File: config.mk
export PLATFORM = sky130hd
export DESIGN_NAME = asc_top
export DESIGN_NICKNAME = d
export VERILOG_FILES = /design/src/design/asc_pkg.sv /design/src/design/asc_channel.sv /design/src/design/asc_top.sv
export VERILOG_INCLUDE_DIRS = /design/src /design/src/design
export SDC_FILE = /design/constraint.sdc
export NUM_CORES = 1
export LEC_CHECK = 0
export BUFFER_PORTS_ARGS = -buffer_cell sky130_fd_sc_hd__buf_2
export CAP_MARGIN = 20
export CORE_ASPECT_RATIO = 1.2
export CORE_MARGIN = 2
export CORE_UTILIZATION = 61
export DETAILED_ROUTE_END_ITERATION = 12
export PLACE_DENSITY = 0.78
export SLEW_MARGIN = 30
export SYNTH_ARGS = -nofsm -noshare
export SYNTH_HDL_FRONTEND = slang
export SYNTH_HIERARCHICAL = 1
export SYNTH_SLANG_ARGS = --single-unit
File: constraint.sdc
create_clock -name i_clk -period 7.7 [get_ports i_clk]
set_clock_uncertainty 0.2 [all_clocks]
set_input_delay 2.31 -clock i_clk [delete_from_list [all_inputs] [get_ports i_clk]]
set_output_delay 2.31 -clock i_clk [all_outputs]
set_load 0.02 [all_outputs]
File: src/design/asc_regs.svh
// Purpose: Offsets, field positions, reset values and timing counts of the serial channel block.
// Assumes: Byte-wide registers on a 12-bit register port.
// Notes:   Definitions only.
`ifndef ASC_REGS_SVH
`define ASC_REGS_SVH
`define ASC_CH0_CTL1        12'h01a
`define ASC_CH0_CTL2        12'h01b
`define ASC_CH0_DIV         12'h01c
`define ASC_CH0_STAT        12'h01d
`define ASC_CH0_DATA        12'h01e
`define ASC_CH1_CTL1        12'hf54
`define ASC_CH1_CTL2        12'hf55
`define ASC_CH1_DIV         12'hf56
`define ASC_CH1_STAT        12'hf57
`define ASC_CH1_DATA        12'hf58
`define ASC_PWR_GATE        12'hf75
`define ASC_IRQ_STAT        12'hf76
`define ASC_IRQ_MASK        12'hf77
`define ASC_LP_CTRL         12'hf78
`define ASC_CTL1_TXE        7
`define ASC_CTL1_RXE        6
`define ASC_CTL1_STOPT      5
`define ASC_CTL1_EVEN       4
`define ASC_CTL1_PAR        3
`define ASC_CTL1_IR         2
`define ASC_CTL1_BCS        1
`define ASC_CTL1_PROT_MASK  8'h3e
`define ASC_CTL1_WMASK      8'hfe
`define ASC_CTL2_STOPR      0
`define ASC_CTL2_WMASK      8'h3f
`define ASC_CTL1_RST        8'h00
`define ASC_CTL2_RST        8'h00
`define ASC_DIV_RST         8'h00
`define ASC_GATE_RST        8'h00
`define ASC_OVERSAMPLE      8'h10
`define ASC_IR_PULSE        8'h03
`endif

File: src/design/asc_pkg.sv
// Purpose: Types of the serial channel block.
// Assumes: Nothing.
// Notes:   Constants live in the header.
package asc_pkg;
	typedef enum logic [2:0] {
		ASC_IDLE  = 3'b000,
		ASC_START = 3'b001,
		ASC_DATA  = 3'b011,
		ASC_PAR   = 3'b010,
		ASC_STOP  = 3'b110
	} asc_state_t;
endpackage : asc_pkg

File: src/design/asc_channel.sv
// Purpose: One serial channel: control registers, transmitter and receiver.
// Assumes: Inputs synchronous to i_clk; bit tick from a divider.
// Notes:   Instantiated twice by the top.
`timescale 1ns/100ps
`default_nettype none
`include "asc_regs.svh"
module asc_channel (
	input  wire logic        i_clk,
	input  wire logic        i_sys_rst,
	input  wire logic        i_gate,
	input  wire logic        i_lowpower,
	input  wire logic        i_timer_tick,
	input  wire logic [2:0]  i_sel,
	input  wire logic        i_wr,
	input  wire logic        i_rd,
	input  wire logic [7:0]  i_wdata,
	input  wire logic        i_serial_in,
	output logic      [7:0]  o_rdata,
	output logic             o_serial_out,
	output logic             o_tx_event,
	output logic             o_rx_event
);
	import asc_pkg::*;

	logic [7:0]  ctl1_ff;
	logic [7:0]  ctl2_ff;
	logic [7:0]  div_ff;
	logic [7:0]  txbuf_ff;
	logic        tx_buffer_full_flag_ff;
	logic [7:0]  rxbuf_ff;
	logic        rxfull_ff;
	logic        perr_ff;
	logic        ferr_ff;
	logic        oerr_ff;
	logic [7:0]  divcnt_ff;
	logic [7:0]  tx_os_ff;
	logic [7:0]  rx_os_ff;
	asc_state_t  tx_st_ff;
	asc_state_t  rx_st_ff;
	logic [8:0]  tx_sh_ff;
	logic [3:0]  tx_cnt_ff;
	logic        tx_par_ff;
	logic [7:0]  rx_sh_ff;
	logic [3:0]  rx_cnt_ff;
	logic        rx_par_ff;
	logic        txd_ff;
	logic        tx_event_ff;
	logic        rx_event_ff;

	wire transmit_enable_bit = ctl1_ff[`ASC_CTL1_TXE];
	wire receive_enable_bit  = ctl1_ff[`ASC_CTL1_RXE];
	wire tx_stop_length      = ctl1_ff[`ASC_CTL1_STOPT];
	wire parity_even         = ctl1_ff[`ASC_CTL1_EVEN];
	wire parity_append       = ctl1_ff[`ASC_CTL1_PAR];
	wire infrared_output_select = ctl1_ff[`ASC_CTL1_IR];
	wire base_clock_select   = ctl1_ff[`ASC_CTL1_BCS];
	wire rx_stop_length      = ctl2_ff[`ASC_CTL2_STOPR];
	wire tx_busy  = (tx_st_ff != ASC_IDLE);
	wire rx_busy  = (rx_st_ff != ASC_IDLE);
	wire running  = tx_busy | rx_busy | transmit_enable_bit | receive_enable_bit;
	wire active   = i_gate & ~i_lowpower;
	// Timer source has no phase relation to the divider, so a start bit may lose one divided period.
	wire base_tick = base_clock_select ? i_timer_tick : 1'b1;
	wire div_wrap  = base_tick & (divcnt_ff == div_ff);
	wire bit_timing_clock = active & div_wrap;
	wire tx_bit   = bit_timing_clock & (tx_os_ff == `ASC_OVERSAMPLE - 8'h01);
	wire rx_mid   = bit_timing_clock & (rx_os_ff == (`ASC_OVERSAMPLE >> 1));
	wire wr_ctl1  = i_wr & (i_sel == 3'h0);
	wire wr_ctl2  = i_wr & (i_sel == 3'h1);
	wire wr_div   = i_wr & (i_sel == 3'h2);
	wire wr_data  = i_wr & (i_sel == 3'h4);
	wire rd_data  = i_rd & (i_sel == 3'h4);
	// Protected fields keep their value while the channel runs.
	wire [7:0] ctl1_keep = running ? `ASC_CTL1_PROT_MASK : 8'h00;
	wire [7:0] ctl1_wr   = ((i_wdata & ~ctl1_keep) | (ctl1_ff & ctl1_keep)) & `ASC_CTL1_WMASK;
	wire [7:0] nxt_ctl1  = i_lowpower ? (ctl1_ff & 8'h3e) : (wr_ctl1 ? ctl1_wr : ctl1_ff);
	wire [7:0] stat_word = {perr_ff, ferr_ff, oerr_ff, 1'b0, rx_busy, rxfull_ff, tx_busy, tx_buffer_full_flag_ff};
	wire       tx_par_bit = tx_par_ff ^ ~parity_even;
	wire       ir_out     = ~(txd_ff == 1'b0 && tx_os_ff < `ASC_IR_PULSE);

	always_comb begin
		case (i_sel)
			3'h0: o_rdata = ctl1_ff;
			3'h1: o_rdata = ctl2_ff;
			3'h2: o_rdata = div_ff;
			3'h3: o_rdata = stat_word;
			3'h4: o_rdata = rxbuf_ff;
			default: o_rdata = 8'h00;
		endcase
	end

	always_ff @(posedge i_clk or posedge i_sys_rst) begin
		if (i_sys_rst) begin
			ctl1_ff   <= `ASC_CTL1_RST;
			ctl2_ff   <= `ASC_CTL2_RST;
			div_ff    <= `ASC_DIV_RST;
			divcnt_ff <= 8'h00;
		end else begin
			ctl1_ff <= nxt_ctl1;
			if (wr_ctl2 && !running) ctl2_ff <= i_wdata & `ASC_CTL2_WMASK;
			if (wr_div) div_ff <= i_wdata;
			if (!active || div_wrap) divcnt_ff <= 8'h00;
			else if (base_tick) divcnt_ff <= divcnt_ff + 8'h01;
		end
	end

	// Transmitter.
	always_ff @(posedge i_clk or posedge i_sys_rst) begin
		if (i_sys_rst) begin
			tx_st_ff <= ASC_IDLE;
			tx_os_ff <= 8'h00;
			tx_sh_ff <= 9'h000;
			tx_cnt_ff <= 4'h0;
			tx_par_ff <= 1'b0;
			txd_ff <= 1'b1;
			txbuf_ff <= 8'h00;
			tx_buffer_full_flag_ff <= 1'b0;
			tx_event_ff <= 1'b0;
		end else begin
			tx_event_ff <= 1'b0;
			if (wr_data) begin
				txbuf_ff <= i_wdata;
				tx_buffer_full_flag_ff <= 1'b1;
			end
			if (i_lowpower || !i_gate) begin
				tx_st_ff <= ASC_IDLE;
				txd_ff <= 1'b1;
				tx_buffer_full_flag_ff <= 1'b0;
			end else if (!transmit_enable_bit && tx_buffer_full_flag_ff && !wr_data) begin
				tx_buffer_full_flag_ff <= 1'b0;
			end
			if (active) begin
				if (bit_timing_clock) tx_os_ff <= tx_bit ? 8'h00 : tx_os_ff + 8'h01;
				case (tx_st_ff)
					ASC_IDLE: begin
						if (transmit_enable_bit && tx_buffer_full_flag_ff && tx_bit) begin
							tx_st_ff <= ASC_DATA;
							txd_ff <= 1'b0;
							tx_sh_ff <= {1'b1, txbuf_ff};
							tx_par_ff <= 1'b0;
							tx_cnt_ff <= 4'h0;
							tx_buffer_full_flag_ff <= wr_data;
							tx_event_ff <= 1'b1;
						end
					end
					ASC_DATA: if (tx_bit) begin
						txd_ff <= tx_sh_ff[0];
						tx_par_ff <= tx_par_ff ^ tx_sh_ff[0];
						tx_sh_ff <= {1'b1, tx_sh_ff[8:1]};
						tx_cnt_ff <= tx_cnt_ff + 4'h1;
						if (tx_cnt_ff == 4'h7) begin
							tx_st_ff <= parity_append ? ASC_PAR : ASC_STOP;
							tx_cnt_ff <= 4'h0;
						end
					end
					ASC_PAR: if (tx_bit) begin
						txd_ff <= tx_par_bit ^ tx_sh_ff[0] ^ 1'b1;
						tx_st_ff <= ASC_STOP;
						tx_cnt_ff <= 4'h0;
					end
					ASC_STOP: if (tx_bit) begin
						txd_ff <= 1'b1;
						tx_cnt_ff <= tx_cnt_ff + 4'h1;
						// A cleared enable does not stop the frame: it still ends here, and IDLE then starts no new one.
						if (tx_cnt_ff >= {3'h0, tx_stop_length}) tx_st_ff <= ASC_IDLE;
					end
					default: tx_st_ff <= ASC_IDLE;
				endcase
			end
		end
	end

	// Receiver.
	always_ff @(posedge i_clk or posedge i_sys_rst) begin
		if (i_sys_rst) begin
			rx_st_ff <= ASC_IDLE;
			rx_os_ff <= 8'h00;
			rx_sh_ff <= 8'h00;
			rx_cnt_ff <= 4'h0;
			rx_par_ff <= 1'b0;
			rxbuf_ff <= 8'h00;
			rxfull_ff <= 1'b0;
			perr_ff <= 1'b0;
			ferr_ff <= 1'b0;
			oerr_ff <= 1'b0;
			rx_event_ff <= 1'b0;
		end else begin
			rx_event_ff <= 1'b0;
			if (rd_data) begin
				rxfull_ff <= 1'b0;
				perr_ff <= 1'b0;
				ferr_ff <= 1'b0;
				oerr_ff <= 1'b0;
			end
			if (i_lowpower || !i_gate) begin
				rx_st_ff <= ASC_IDLE;
				rxfull_ff <= 1'b0;
				perr_ff <= 1'b0;
				ferr_ff <= 1'b0;
				oerr_ff <= 1'b0;
			end else if (bit_timing_clock) begin
				rx_os_ff <= (rx_os_ff == `ASC_OVERSAMPLE - 8'h01) ? 8'h00 : rx_os_ff + 8'h01;
				case (rx_st_ff)
					ASC_IDLE: if (receive_enable_bit && !i_serial_in) begin
						rx_st_ff <= ASC_START;
						rx_os_ff <= 8'h00;
					end
					ASC_START: if (rx_mid) begin
						rx_st_ff <= i_serial_in ? ASC_IDLE : ASC_DATA;
						rx_cnt_ff <= 4'h0;
						rx_par_ff <= 1'b0;
					end
					ASC_DATA: if (rx_mid) begin
						rx_sh_ff <= {i_serial_in, rx_sh_ff[7:1]};
						rx_par_ff <= rx_par_ff ^ i_serial_in;
						rx_cnt_ff <= rx_cnt_ff + 4'h1;
						if (rx_cnt_ff == 4'h7) begin
							rx_st_ff <= parity_append ? ASC_PAR : ASC_STOP;
							rx_cnt_ff <= 4'h0;
						end
					end
					ASC_PAR: if (rx_mid) begin
						perr_ff <= (rx_par_ff ^ i_serial_in) != ~parity_even;
						rx_st_ff <= ASC_STOP;
					end
					ASC_STOP: if (rx_mid) begin
						rx_cnt_ff <= rx_cnt_ff + 4'h1;
						// The first of two stop bits is skipped for framing.
						if (rx_cnt_ff >= {3'h0, rx_stop_length}) begin
							ferr_ff <= ~i_serial_in;
							oerr_ff <= rxfull_ff & ~rd_data;
							rxbuf_ff <= rx_sh_ff;
							rxfull_ff <= 1'b1;
							rx_event_ff <= 1'b1;
							rx_st_ff <= ASC_IDLE;
						end
					end
					default: rx_st_ff <= ASC_IDLE;
				endcase
			end
		end
	end

	always_ff @(posedge i_clk or posedge i_sys_rst) begin
		if (i_sys_rst) o_serial_out <= 1'b1;
		else o_serial_out <= infrared_output_select ? ir_out : txd_ff;
	end

	assign o_tx_event = tx_event_ff;
	assign o_rx_event = rx_event_ff;
endmodule : asc_channel
`default_nettype wire

File: src/design/asc_top.sv
// Purpose: Two-channel asynchronous serial block with register port and interrupt.
// Assumes: 10 MHz i_clk; register port answers a read one cycle later.
// Notes:   Each channel owns an identical register set at its own addresses.
//
// Overview of operation
// - Two identical channels, own pins, own addresses.
// - Data address: read receive, write transmit.
// - Gate register bits enable channels, reset zero.
// - Cleared enable stops after current frame.
// - Transmit disable discards the waiting byte.
// - Parity and clock settings shared both directions.
// - Timer clock is asynchronous, start may shorten.
// - Format fields ignore writes while operating.
// - Low power clears enables, keeps other bits.
// - Output select: plain or infrared encoded.
// - Transmit stop length one or two bits.
// - Clock select: gear clock or timer.
// - Receive stop length; first of two stops unchecked.
// - Buffer full sets on write, clears at interrupt.
`timescale 1ns/100ps
`default_nettype none
`include "asc_regs.svh"
module asc_top (
	input  wire logic        i_clk,
	input  wire logic        i_sys_rst,
	input  wire logic [11:0] i_addr,
	input  wire logic [7:0]  i_wdata,
	input  wire logic        i_wr,
	input  wire logic        i_rd,
	input  wire logic        i_timer_output_source,
	input  wire logic        i_chan0_serial_in,
	input  wire logic        i_chan1_serial_in,
	output logic      [7:0]  o_rdata,
	output logic             o_chan0_serial_out,
	output logic             o_chan1_serial_out,
	output logic             o_irq
);
	import asc_pkg::*;

	logic [7:0] gate_ff;
	logic [3:0] irq_stat_ff;
	logic [3:0] irq_mask_ff;
	logic       lp_ff;
	logic [7:0] rdata_ff;
	logic       irq_ff;
	logic [7:0] ch_rdata [2];
	logic [1:0] ch_out;
	logic [1:0] tx_ev;
	logic [1:0] rx_ev;

	function automatic logic [2:0] chan_sel(input logic [11:0] a, input logic [11:0] base);
		chan_sel = 3'(a - base);
	endfunction

	function automatic logic chan_hit(input logic [11:0] a, input logic [11:0] base);
		chan_hit = (a >= base) && (a <= base + 12'h004);
	endfunction

	wire [11:0] base0 = `ASC_CH0_CTL1;
	wire [11:0] base1 = `ASC_CH1_CTL1;
	wire        hit0 = chan_hit(i_addr, base0);
	wire        hit1 = chan_hit(i_addr, base1);
	wire [1:0]  hits = {hit1, hit0};
	wire [2:0]  sel0 = chan_sel(i_addr, base0);
	wire [2:0]  sel1 = chan_sel(i_addr, base1);
	wire [1:0]  ch_in = {i_chan1_serial_in, i_chan0_serial_in};
	wire [3:0]  events = {rx_ev, tx_ev};
	wire        wr_gate = i_wr & (i_addr == `ASC_PWR_GATE);
	wire        wr_stat = i_wr & (i_addr == `ASC_IRQ_STAT);
	wire        wr_mask = i_wr & (i_addr == `ASC_IRQ_MASK);
	wire        wr_lp   = i_wr & (i_addr == `ASC_LP_CTRL);
	wire [3:0]  nxt_irq_stat = events | (irq_stat_ff & ~(wr_stat ? i_wdata[3:0] : 4'h0));
	wire [7:0]  nxt_rdata = hit0 ? ch_rdata[0] :
	                        hit1 ? ch_rdata[1] :
	                        (i_addr == `ASC_PWR_GATE) ? gate_ff :
	                        (i_addr == `ASC_IRQ_STAT) ? {4'h0, irq_stat_ff} :
	                        (i_addr == `ASC_IRQ_MASK) ? {4'h0, irq_mask_ff} :
	                        (i_addr == `ASC_LP_CTRL) ? {7'h00, lp_ff} : 8'h00;

	// One channel per generate pass keeps both sets identical.
	genvar g;
	generate
		for (g = 0; g < 2; g++) begin : g_chan
			asc_channel u_chan (
				.i_clk        (i_clk),
				.i_sys_rst    (i_sys_rst),
				.i_gate       (gate_ff[g]),
				.i_lowpower   (lp_ff),
				.i_timer_tick (i_timer_output_source),
				.i_sel        (g == 0 ? sel0 : sel1),
				.i_wr         (i_wr & hits[g]),
				.i_rd         (i_rd & hits[g]),
				.i_wdata      (i_wdata),
				.i_serial_in  (ch_in[g]),
				.o_rdata      (ch_rdata[g]),
				.o_serial_out (ch_out[g]),
				.o_tx_event   (tx_ev[g]),
				.o_rx_event   (rx_ev[g])
			);
		end
	endgenerate

	always_ff @(posedge i_clk or posedge i_sys_rst) begin
		if (i_sys_rst) begin
			gate_ff     <= `ASC_GATE_RST;
			irq_stat_ff <= 4'h0;
			irq_mask_ff <= 4'h0;
			lp_ff       <= 1'b0;
			rdata_ff    <= 8'h00;
			irq_ff      <= 1'b0;
		end else begin
			if (wr_gate) gate_ff <= i_wdata;
			if (wr_mask) irq_mask_ff <= i_wdata[3:0];
			if (wr_lp) lp_ff <= i_wdata[0];
			// New events win over a same-cycle clear.
			irq_stat_ff <= nxt_irq_stat;
			rdata_ff    <= i_rd ? nxt_rdata : 8'h00;
			irq_ff      <= |(nxt_irq_stat & irq_mask_ff);
		end
	end

	assign o_rdata            = rdata_ff;
	assign o_irq              = irq_ff;
	assign o_chan0_serial_out = ch_out[0];
	assign o_chan1_serial_out = ch_out[1];
endmodule : asc_top
`default_nettype wire

==> Word level (Yosys, flattened, before mapping) <==
Index checks and enable logic that the tools add are counted.
{ "classes": {"add_sub_neg": 12, "muxes": 202, "n_eq_ne": 68, "magnitude_cmp": 10, "reduce_logical": 77, "bitwise_logic": 71} }
{ "ops": {"columns": ["operator", "count"], "rows": [
  ["$mux W8", 20],
  ["$mux W3", 36],
  ["$mux W1", 99],
  ["$mux W4", 21],
  ["$pmux W8 S5", 2],
  ["$add A8 B1 Y8 const B", 6],
  ["$eq A12 B12 Y1 const B", 4],
  ["$eq A8 B4 Y1 const B", 6],
  ["$ne A3 B1 Y1 const B", 14],
  ["$eq A3 B2 Y1 const B", 12],
  ["$mux W9", 4],
  ["$pmux W9 S2", 2],
  ["$and A8 B8 Y8", 4],
  ["$pmux W4 S4", 2],
  ["$and A1 B1 Y1", 30],
  ["$pmux W3 S5", 2],
  ["$ne A2 B1 Y1 const B", 14],
  ["$pmux W3 S4", 2],
  ["$pmux W4 S3", 2],
  ["$reduce_and A6 Y1", 4],
  ["$reduce_and A5 Y1", 4],
  ["$reduce_bool A2 Y1", 10],
  ["$eq A3 B3 Y1 const B", 6],
  ["$logic_not A3 Y1", 6],
  ["34 further kinds", 128]
]} }
{ "word_totals": {"regBits": 234, "out_inout_bits": 11, "in_bits": 27, "wordCells": 498} }

==> Depth between registers and ports, before layout <==
Gate-level depths: netlist of the first run.
{ "logic_depth": {"word_depth": 11, "mapped_depth": 11, "depth_no_buf": 9} }

==> Hierarchy <==
Netlist of the first run, hierarchy kept.
{ "modules_own_cells": {"columns": ["module", "seq_area_each_um2", "area_per_inst_um2", "instances", "cells_each"], "rows": [
  ["asc_channel at g_chan[0].u_chan", 2580.0, 5487.8, 1, 514],
  ["asc_channel at g_chan[1].u_chan", 2580.0, 5393.9, 1, 524],
  ["asc_top", 650.6, 1436.4, 1, 126]
]} }

==> Least setup slack after synthesis of the first run <==
OpenSTA, ideal clock, no wires.
{ "synth_path": {"path_kind": "input to register", "from": "input i_addr[5]", "to": "register g_chan[0].u_chan.ctl1_ff[1]", "path_buffers": 1, "path_stages": 8, "path_slack_ps": 2848, "required_time_ps": 7375, "setup_time_ps": 125, "arrival_time_ps": 4527, "cell_sequence": "or3b_1 -> a311oi_2 -> nand3_2 -> buf_6 -> nor2_1 -> nor4b_1 -> nand3b_1 -> mux2_2"} }
{ "synth_between": {"elab_chain_cells": 5, "word_cells_on_any_way": 6, "classes_between": "2 x order compare; 2 x bitwise; 2 x reduce/logical"} }
{ "synth_rtl": {"columns": ["element", "line_no", "rtl"], "rows": [
  ["start: declaration", "asc_top.sv:26", "input wire logic [11:0] i_addr,"],
  ["$ge A12 B5 Y1 or $le A12 B5 Y1 (tied branches)", "asc_top.sv:56", "chan_hit = (a >= base) && (a <= base + 12'h004);"],
  ["$logic_and A1 B1 Y1 (*)", "asc_top.sv:56", null],
  ["$and A1 B1 Y1 (*)", "asc_top.sv:91", ".i_wr (i_wr & hits[g]),"],
  ["$and A1 B1 Y1 (*)", "asc_channel.sv:68", "wire wr_ctl1 = i_wr & (i_sel == 3'h0);"],
  ["$reduce_and A2 Y1 (no source line) (*)", null, null],
  ["end signal: assignment", "asc_channel.sv:94", "ctl1_ff <= `ASC_CTL1_RST;"],
  ["end signal: assignment", "asc_channel.sv:99", "ctl1_ff <= nxt_ctl1;"],
  ["end: declaration", "asc_channel.sv:25", "logic [7:0] ctl1_ff;"]
]} }
Mark *: on every way between the ends. The rest lies on a longest branch, timed or not.
A chain may end at the register's enable or synchronous reset.

==> Final worst setup path of the first run <==
{ "layout_path": {"from": "input i_addr[1]", "to": "register g_chan[1].u_chan.ctl1_ff[3]"} }
{ "layout_between": {"elab_chain_cells": 5, "word_cells_on_any_way": 8, "classes_between": "1 x add/sub; 2 x order compare; 2 x bitwise; 3 x reduce/logical"} }
{ "layout_rtl": {"columns": ["element", "line_no"], "rows": [
  ["$ge A12 B12 Y1 or $le A12 B12 Y1 (tied branches)", "asc_top.sv:56"],
  ["$logic_and A1 B1 Y1", "asc_top.sv:56"],
  ["$and A1 B1 Y1", "asc_top.sv:91"],
  ["$and A1 B1 Y1 (*)", "asc_channel.sv:68"],
  ["$reduce_and A2 Y1 (no source line) (*)", null],
  ["end signal: assignment", "asc_channel.sv:94"],
  ["end signal: assignment", "asc_channel.sv:99"],
  ["end: declaration", "asc_channel.sv:25"]
]} }
Marked as above.

==> results.json, run 1 <==
{
  "yosysSeqAreaShare": 0.472,
  "die_x_um": 134,
  "path_max_fanout": 30,
  "synth_edf_count": 0,
  "p_leak_nw": 6.28,
  "max-slew-margin-rel": 0.373,
  "place_hpwl_um": 20300,
  "post-route-drc-count": 0,
  "first_iter_violations": 728,
  "portBuffers": 37,
  "endpoint_kind": "register",
  "cts_tree": "yes",
  "vias": 9103,
  "tightest_slew_ps": 927,
  "drtPass1Iterations": 5,
  "async_reset_ff_frac": 1.00,
  "via_per_inst": 6.21,
  "ys_seq_elements": 232,
  "antenna_found_initial": 1,
  "irDropWorstVdd_v": 0.000169,
  "grt_use_total": 0.272,
  "critPathLaunchType": "input port",
  "yosysTopAreaCell": "dfrtp_1",
  "cp-startpoint": "i_addr[1]",
  "hold_viol": 0,
  "numClockSinks": 232,
  "tns_ps": 0,
  "post_cts_resized": 0,
  "place_inst": 1423,
  "synth_common_cells": "228 x dfrtp_1, 113 x mux2_2, 86 x nand2_1",
  "fmax_mhz": 182,
  "grt_pass1_wl_um": 46900,
  "synthToLayoutAreaGrowth_pct": 9.38,
  "hp-class": "register to register",
  "grt_pass1_vias": 8999,
  "avgRoutedWirePerCell_um": 19.8,
  "crit_arrival_ps": 5690,
  "synthMostInstantiatedCell": "dfrtp_1",
  "yosys_most_used_dff": "dfrtp_1",
  "avgSynthCellArea_um2": 10.6,
  "netlist.area_leader.share": 0.463,
  "fin_nets": 1233,
  "yosysUniqueCellTypes": 91,
  "rsz0062_at_grt": "no",
  "netlist_area_mm2": 0.0123,
  "fin_ws_ps": 2210,
  "r2r-start": "lp_ff",
  "start_util": 0.626,
  "grt_max_degree": 63,
  "coreArea_mm2": 0.0197,
  "drv_cap": 0,
  "wirelength_um": 29100,
  "syn_nets": 1209,
  "period_share": 0.713,
  "cts.clk_slew.worst_paths_ps": 60,
  "h-tree-depth": 1,
  "fin_crit_ps": 5490,
  "cts_buffer_depth": 3,
  "ios": 38,
  "post-cts-setup-buffer-count": 0,
  "crit_type": "input port to register",
  "setup_violations": 0,
  "grt_overflow": 0,
  "status": "finished clean",
  "slew_viol_final": 0,
  "die_area_mm2": 0.0214,
  "cts_buffers": 24,
  "drive_gt1_frac": 0.201,
  "place_congestion": 0.921,
  "cellPowerDensity_mw_per_mm2": 185,
  "root_buffer": "clkbuf_16",
  "final_antenna_net_count": 0,
  "synthCells": 1164,
  "die-height_um": 160,
  "min-delay-start": "g_chan[1].u_chan/tx_sh_ff[8]",
  "critPathRequiredTime_ps": 7910,
  "synthTopCellsByArea": "dfrtp_1 46%, mux2_2 10%, mux2i_1 3.7%",
  "finalNonFillerCells": 1467,
  "clock_latency_ps": 530,
  "yosys_warnings": 6,
  "post-place-ws_ps": 1740,
  "cts_hold_buffers": 0,
  "rows": 56
}
==> final cells by class <==
| type | count | area (um^2) |
|---|---|---|
| diodes | 1 | 2.50 |
| inverters | 35 | 136 |
| fillers | 1462 | 6220 |
| clock buffers | 38 | 744 |
| multi-input cells | 850 | 6150 |
| well taps | 261 | 327 |
| clock inverters | 5 | 56.3 |
| repair buffers | 45 | 245 |
| flip-flops and latches | 232 | 5810 |
==> path summary, 6_finish.rpt <==
kind                                           endpoint  slack (ps)  depth (start not counted)
max                         g_chan[1].u_chan/ctl1_ff[3]        2210                         10
min in group asynchronous  g_chan[1].u_chan/tx_sh_ff[4]        1670                          2
max in group asynchronous  g_chan[1].u_chan/rx_sh_ff[0]        4450                          3
max reg2reg                g_chan[1].u_chan/rx_sh_ff[1]        4310                          4
min reg2reg                g_chan[1].u_chan/tx_sh_ff[8]         270                          1
min                        g_chan[1].u_chan/tx_sh_ff[8]         270                          1
==> metrics by stage <==
| step | area, um^2 | total power [W] | utilization | hold slack (ps) |
|---|---|---|---|---|
| finish | 13500 | 0.00249 | 0.684 | 269 |
| global route | 13500 | 0.00257 | 0.684 | 295 |
| CTS | 13500 | 0.00251 | 0.684 | 271 |
| detailed placement | 12700 | 0.00134 | 0.643 | 257 |
| global placement | 12700 | 0.00134 | 0.643 | 244 |
| floorplan | 12300 | 0.00131 | - | 224 |
==> logic make-up after synthesis <==
logic type	synth area share
flops	0.472
xor+xnor	0.0313
compound gates	0.109
mux	0.152
fa+ha+maj	0.0183
simple gates	0.189
buf+inv	0.0289
==> layout by cell type (no fill, tap or decap), types with 33 or more instances in the layout <==
master,synthesis,layout
a21oi_1,35,35
buf_2,4,37
dfrtp_1,228,228
mux2_2,113,113
mux2i_1,45,45
nand2_1,86,86
nand3_1,41,41
nor2_1,70,70
nor2b_1,33,33
o21ai_0,79,79
==> flip-flops by register name, indices dropped and copies added (netlist names), 8 cells and up <==
register,cells
o_rdata,8
g_chan.u_chan/tx_sh_ff,18
g_chan.u_chan/rx_cnt_ff,8
g_chan.u_chan/ctl1_ff,14
g_chan.u_chan/tx_cnt_ff,8
gate_ff,8
g_chan.u_chan/rxbuf_ff,16
g_chan.u_chan/rx_os_ff,16
g_chan.u_chan/divcnt_ff,16
g_chan.u_chan/div_ff,16
g_chan.u_chan/ctl2_ff,12
g_chan.u_chan/txbuf_ff,16
g_chan.u_chan/rx_sh_ff,16
g_chan.u_chan/tx_os_ff,16
==> worst max-delay path: stages <==
cell and delay (ps):
buf_2 280, inv_1 610, ha_1 270, a21oi_1 70, o21ai_0 180, and4bb_2 420, and2_1 220, nor4b_1 610
nand3b_1 370, mux2_2 360
==> power by group <==
part | total [W] | switching, W | internal, W | leakage, nW
registers | 0.00123 | 0.00000512 | 0.00122 | 3.16
clock network | 0.00117 | 0.000474 | 0.000694 | 0.392
logic | 0.0000940 | 0.0000711 | 0.0000228 | 2.73
total | 0.00249 | 0.000550 | 0.00194 | 6.28
==> metal layers <==
metal,track usage,part of all wire
met1,0.345,0.41
met2,0.466,0.50
met3,0.0429,0.053
met4,0.111,0.038
met5,0,0
Power figures use the tool's default switching activity.
==> inputs of run 2 (changes only) <==
- ABC_AREA: not set -> 1
- clock period: 7.7 -> 5.6 ns (I/O delays scaled with it)
==> results.json, run 2 <==
{
  "path_max_fanout": 10,
  "intPower_w": 0.00292,
  "cts_hold_buffers": 0,
  "numClockSinks": 232,
  "hold_viol": 0,
  "place_congestion": 0.930,
  "wirelength_um": 29300,
  "switching_share": 0.205,
  "cellPowerDensity_mw_per_mm2": 272,
  "crit_arrival_ps": 3680,
  "synthMostInstantiatedCell": "nand2_1",
  "combPwrFrac": 0.028,
  "yosys_most_used_dff": "dfrtp_1",
  "first_iter_violations": 741,
  "cts_buffers": 24,
  "critPathSlowestCell": "nor2_4",
  "place_hpwl_um": 21500,
  "cts.clk_slew.worst_paths_ps": 60,
  "yosysSeqAreaShare": 0.480,
  "fin_nets": 1621,
  "period_share": 0.623,
  "r2r-start": "lp_ff",
  "grt_pass1_wl_um": 48400,
  "critPathBufInv": 5,
  "final_antenna_net_count": 0,
  "synth_common_cells": "393 x nand2_1, 228 x dfrtp_1, 218 x inv_1",
  "avgRoutedWirePerCell_um": 15.8,
  "start_util": 0.621,
  "root_buffer": "clkbuf_16",
  "yosys_warnings": 6,
  "coreArea_mm2": 0.0195,
  "synth_edf_count": 0,
  "slew_viol_final": 0,
  "endpoint_kind": "register",
  "vias": 10300,
  "post_cts_resized": 0,
  "critPathRequiredTime_ps": 5790,
  "cts_tree": "yes",
  "avgSynthCellArea_um2": 7.88,
  "p_leak_nw": 6.50,
  "synthCells": 1535,
  "grt_max_degree": 79,
  "cp-startpoint": "i_addr[1]",
  "tightest_slew_ps": 756,
  "ios": 38,
  "rows": 56,
  "die_x_um": 133,
  "yosysTopAreaCell": "dfrtp_1",
  "top_register": "g_chan.u_chan/tx_sh_ff",
  "cpPeakStageDelay_ps": 260,
  "postPlaceCellArea_mm2": 0.0125,
  "antenna_found_initial": 1,
  "die_area_mm2": 0.0210,
  "portBuffers": 37,
  "drtPass1Iterations": 5,
  "drive_gt1_frac": 0.105,
  "ys_seq_elements": 232,
  "tns_ps": 0,
  "crit_family": "simple AND/OR/NAND/NOR gates",
  "grt_overflow": 0,
  "crit_type": "input port to register",
  "min-delay-start": "g_chan[0].u_chan/tx_sh_ff[8]",
  "largest_reg_flops": 18,
  "p_sw_w": 0.000751,
  "path_cells": "buf_2 -> inv_1 -> ha_1 -> a21oi_1 -> nor2_4 -> inv_4 -> nor2_1 -> inv_1 -> nor2_1 -> inv_1 -> nor2_1 -> nand2_1 -> nand2_1 -> o21ai_0",
  "yosysUniqueCellTypes": 48,
  "irDropWorstVdd_v": 0.000247,
  "post-cts-setup-buffer-count": 0,
  "synthTopCellsByArea": "dfrtp_1 47%, nand2_1 12%, inv_1 6.8%",
  "grt_use_total": 0.286,
  "layout_common_cells": "393 x nand2_1, 228 x dfrtp_1, 215 x inv_1",
  "die-height_um": 158,
  "netlist.area_leader.share": 0.471,
  "clkPwrFrac": 0.514,
  "seqPwrFrac": 0.458,
  "synthToLayoutAreaGrowth_pct": 11.4,
  "h-tree-depth": 1,
  "drv_cap": 0,
  "fmax_mhz": 287,
  "hp-class": "register to register",
  "netlist_area_mm2": 0.0121,
  "final_common_cell": "nand2_1",
  "final_cell_area_mm2": 0.0135,
  "rsz0062_at_grt": "no",
  "grt_pass1_vias": 10200,
  "post-route-drc-count": 0,
  "async_reset_ff_frac": 1.00,
  "status": "finished clean",
  "setup_violations": 0,
  "syn_nets": 1580,
  "critPathLaunchType": "input port",
  "fin_crit_ps": 3490,
  "via_per_inst": 5.55,
  "max-slew-margin-rel": 0.495,
  "clock_latency_ps": 520,
  "cts_buffer_depth": 3
}
## run 2: cell type report
type / count / area [um^2]
Timing Repair Buffer: 40 / 220
Fill cell: 1640 / 6000
Tap cell: 261 / 327
Clock inverter: 15 / 278
Inverter: 240 / 912
Multi-Input combinational cell: 1038 / 5260
Sequential cell: 232 / 5810
Clock buffer: 29 / 671
Antenna cell: 1 / 2.50
## run 2: worst paths after layout
path	endpoint	slack (ps)	cells after the start
worst max-delay path	g_chan[1].u_chan/ctl1_ff[4]	2110	14
worst min-delay path	g_chan[0].u_chan/tx_sh_ff[8]	250	2
worst max register to register	g_chan[1].u_chan/tx_sh_ff[7]	2770	6
worst min register to register	g_chan[0].u_chan/tx_sh_ff[8]	250	2
max in group asynchronous	g_chan[0].u_chan/rxbuf_ff[7]	3150	4
min in group asynchronous	g_chan[0].u_chan/divcnt_ff[3]	1000	2
## run 2: power by group through the flow
stage                     Sequential, W  Clock, W  Combinational, W
after floorplan                 0.00171         0         0.0000587
after CTS                       0.00168   0.00191          0.000104
after global routing            0.00168   0.00197          0.000118
final                           0.00168   0.00189          0.000104
after global placement          0.00171         0          0.000102
after detailed placement        0.00171         0          0.000103
## run 2: tightest hold or removal path, stage by stage, from the launching register on
cell,delay (ps)
dfrtp_1,320
inv_1,40
nand2_1,50
## run 2: cell families (layout without fill, tap and decap cells)
logic type	after synthesis	count (layout)	synth area share
xor gates and xnor gates	32	32	0.0232
adders and majority gates	18	18	0.0186
buffers and inverters	265	324	0.0854
AOI/OAI and AO/OA	310	310	0.144
DFF	232	232	0.480
other	0	1	0
muxes	4	4	0.00434
and+or+nand+nor	674	674	0.245
## run 2: layer usage
metal,wire [um],vias up,global-route usage
met5,0,-,0
met4,1720,0,0.161
met3,1580,112,0.0465
met2,14700,288,0.514
met1,11300,4834,0.325
li1,-,5059,-
## run 2: metrics by stage
| stage | setup slack, ps | total power [W] | util | cells | hold slack [ps] |
|---|---|---|---|---|---|
| after floorplan | 1020 | 0.00177 | - | 1535 | 220 |
| after global placement | 1690 | 0.00181 | 0.642 | 1810 | 232 |
| after detailed placement | 1600 | 0.00181 | 0.642 | 1810 | 241 |
| after CTS | 2140 | 0.00369 | 0.691 | 1854 | 255 |
| after global routing | 1790 | 0.00377 | 0.692 | 1855 | 266 |
| final | 2110 | 0.00367 | 0.692 | 1856 | 250 |
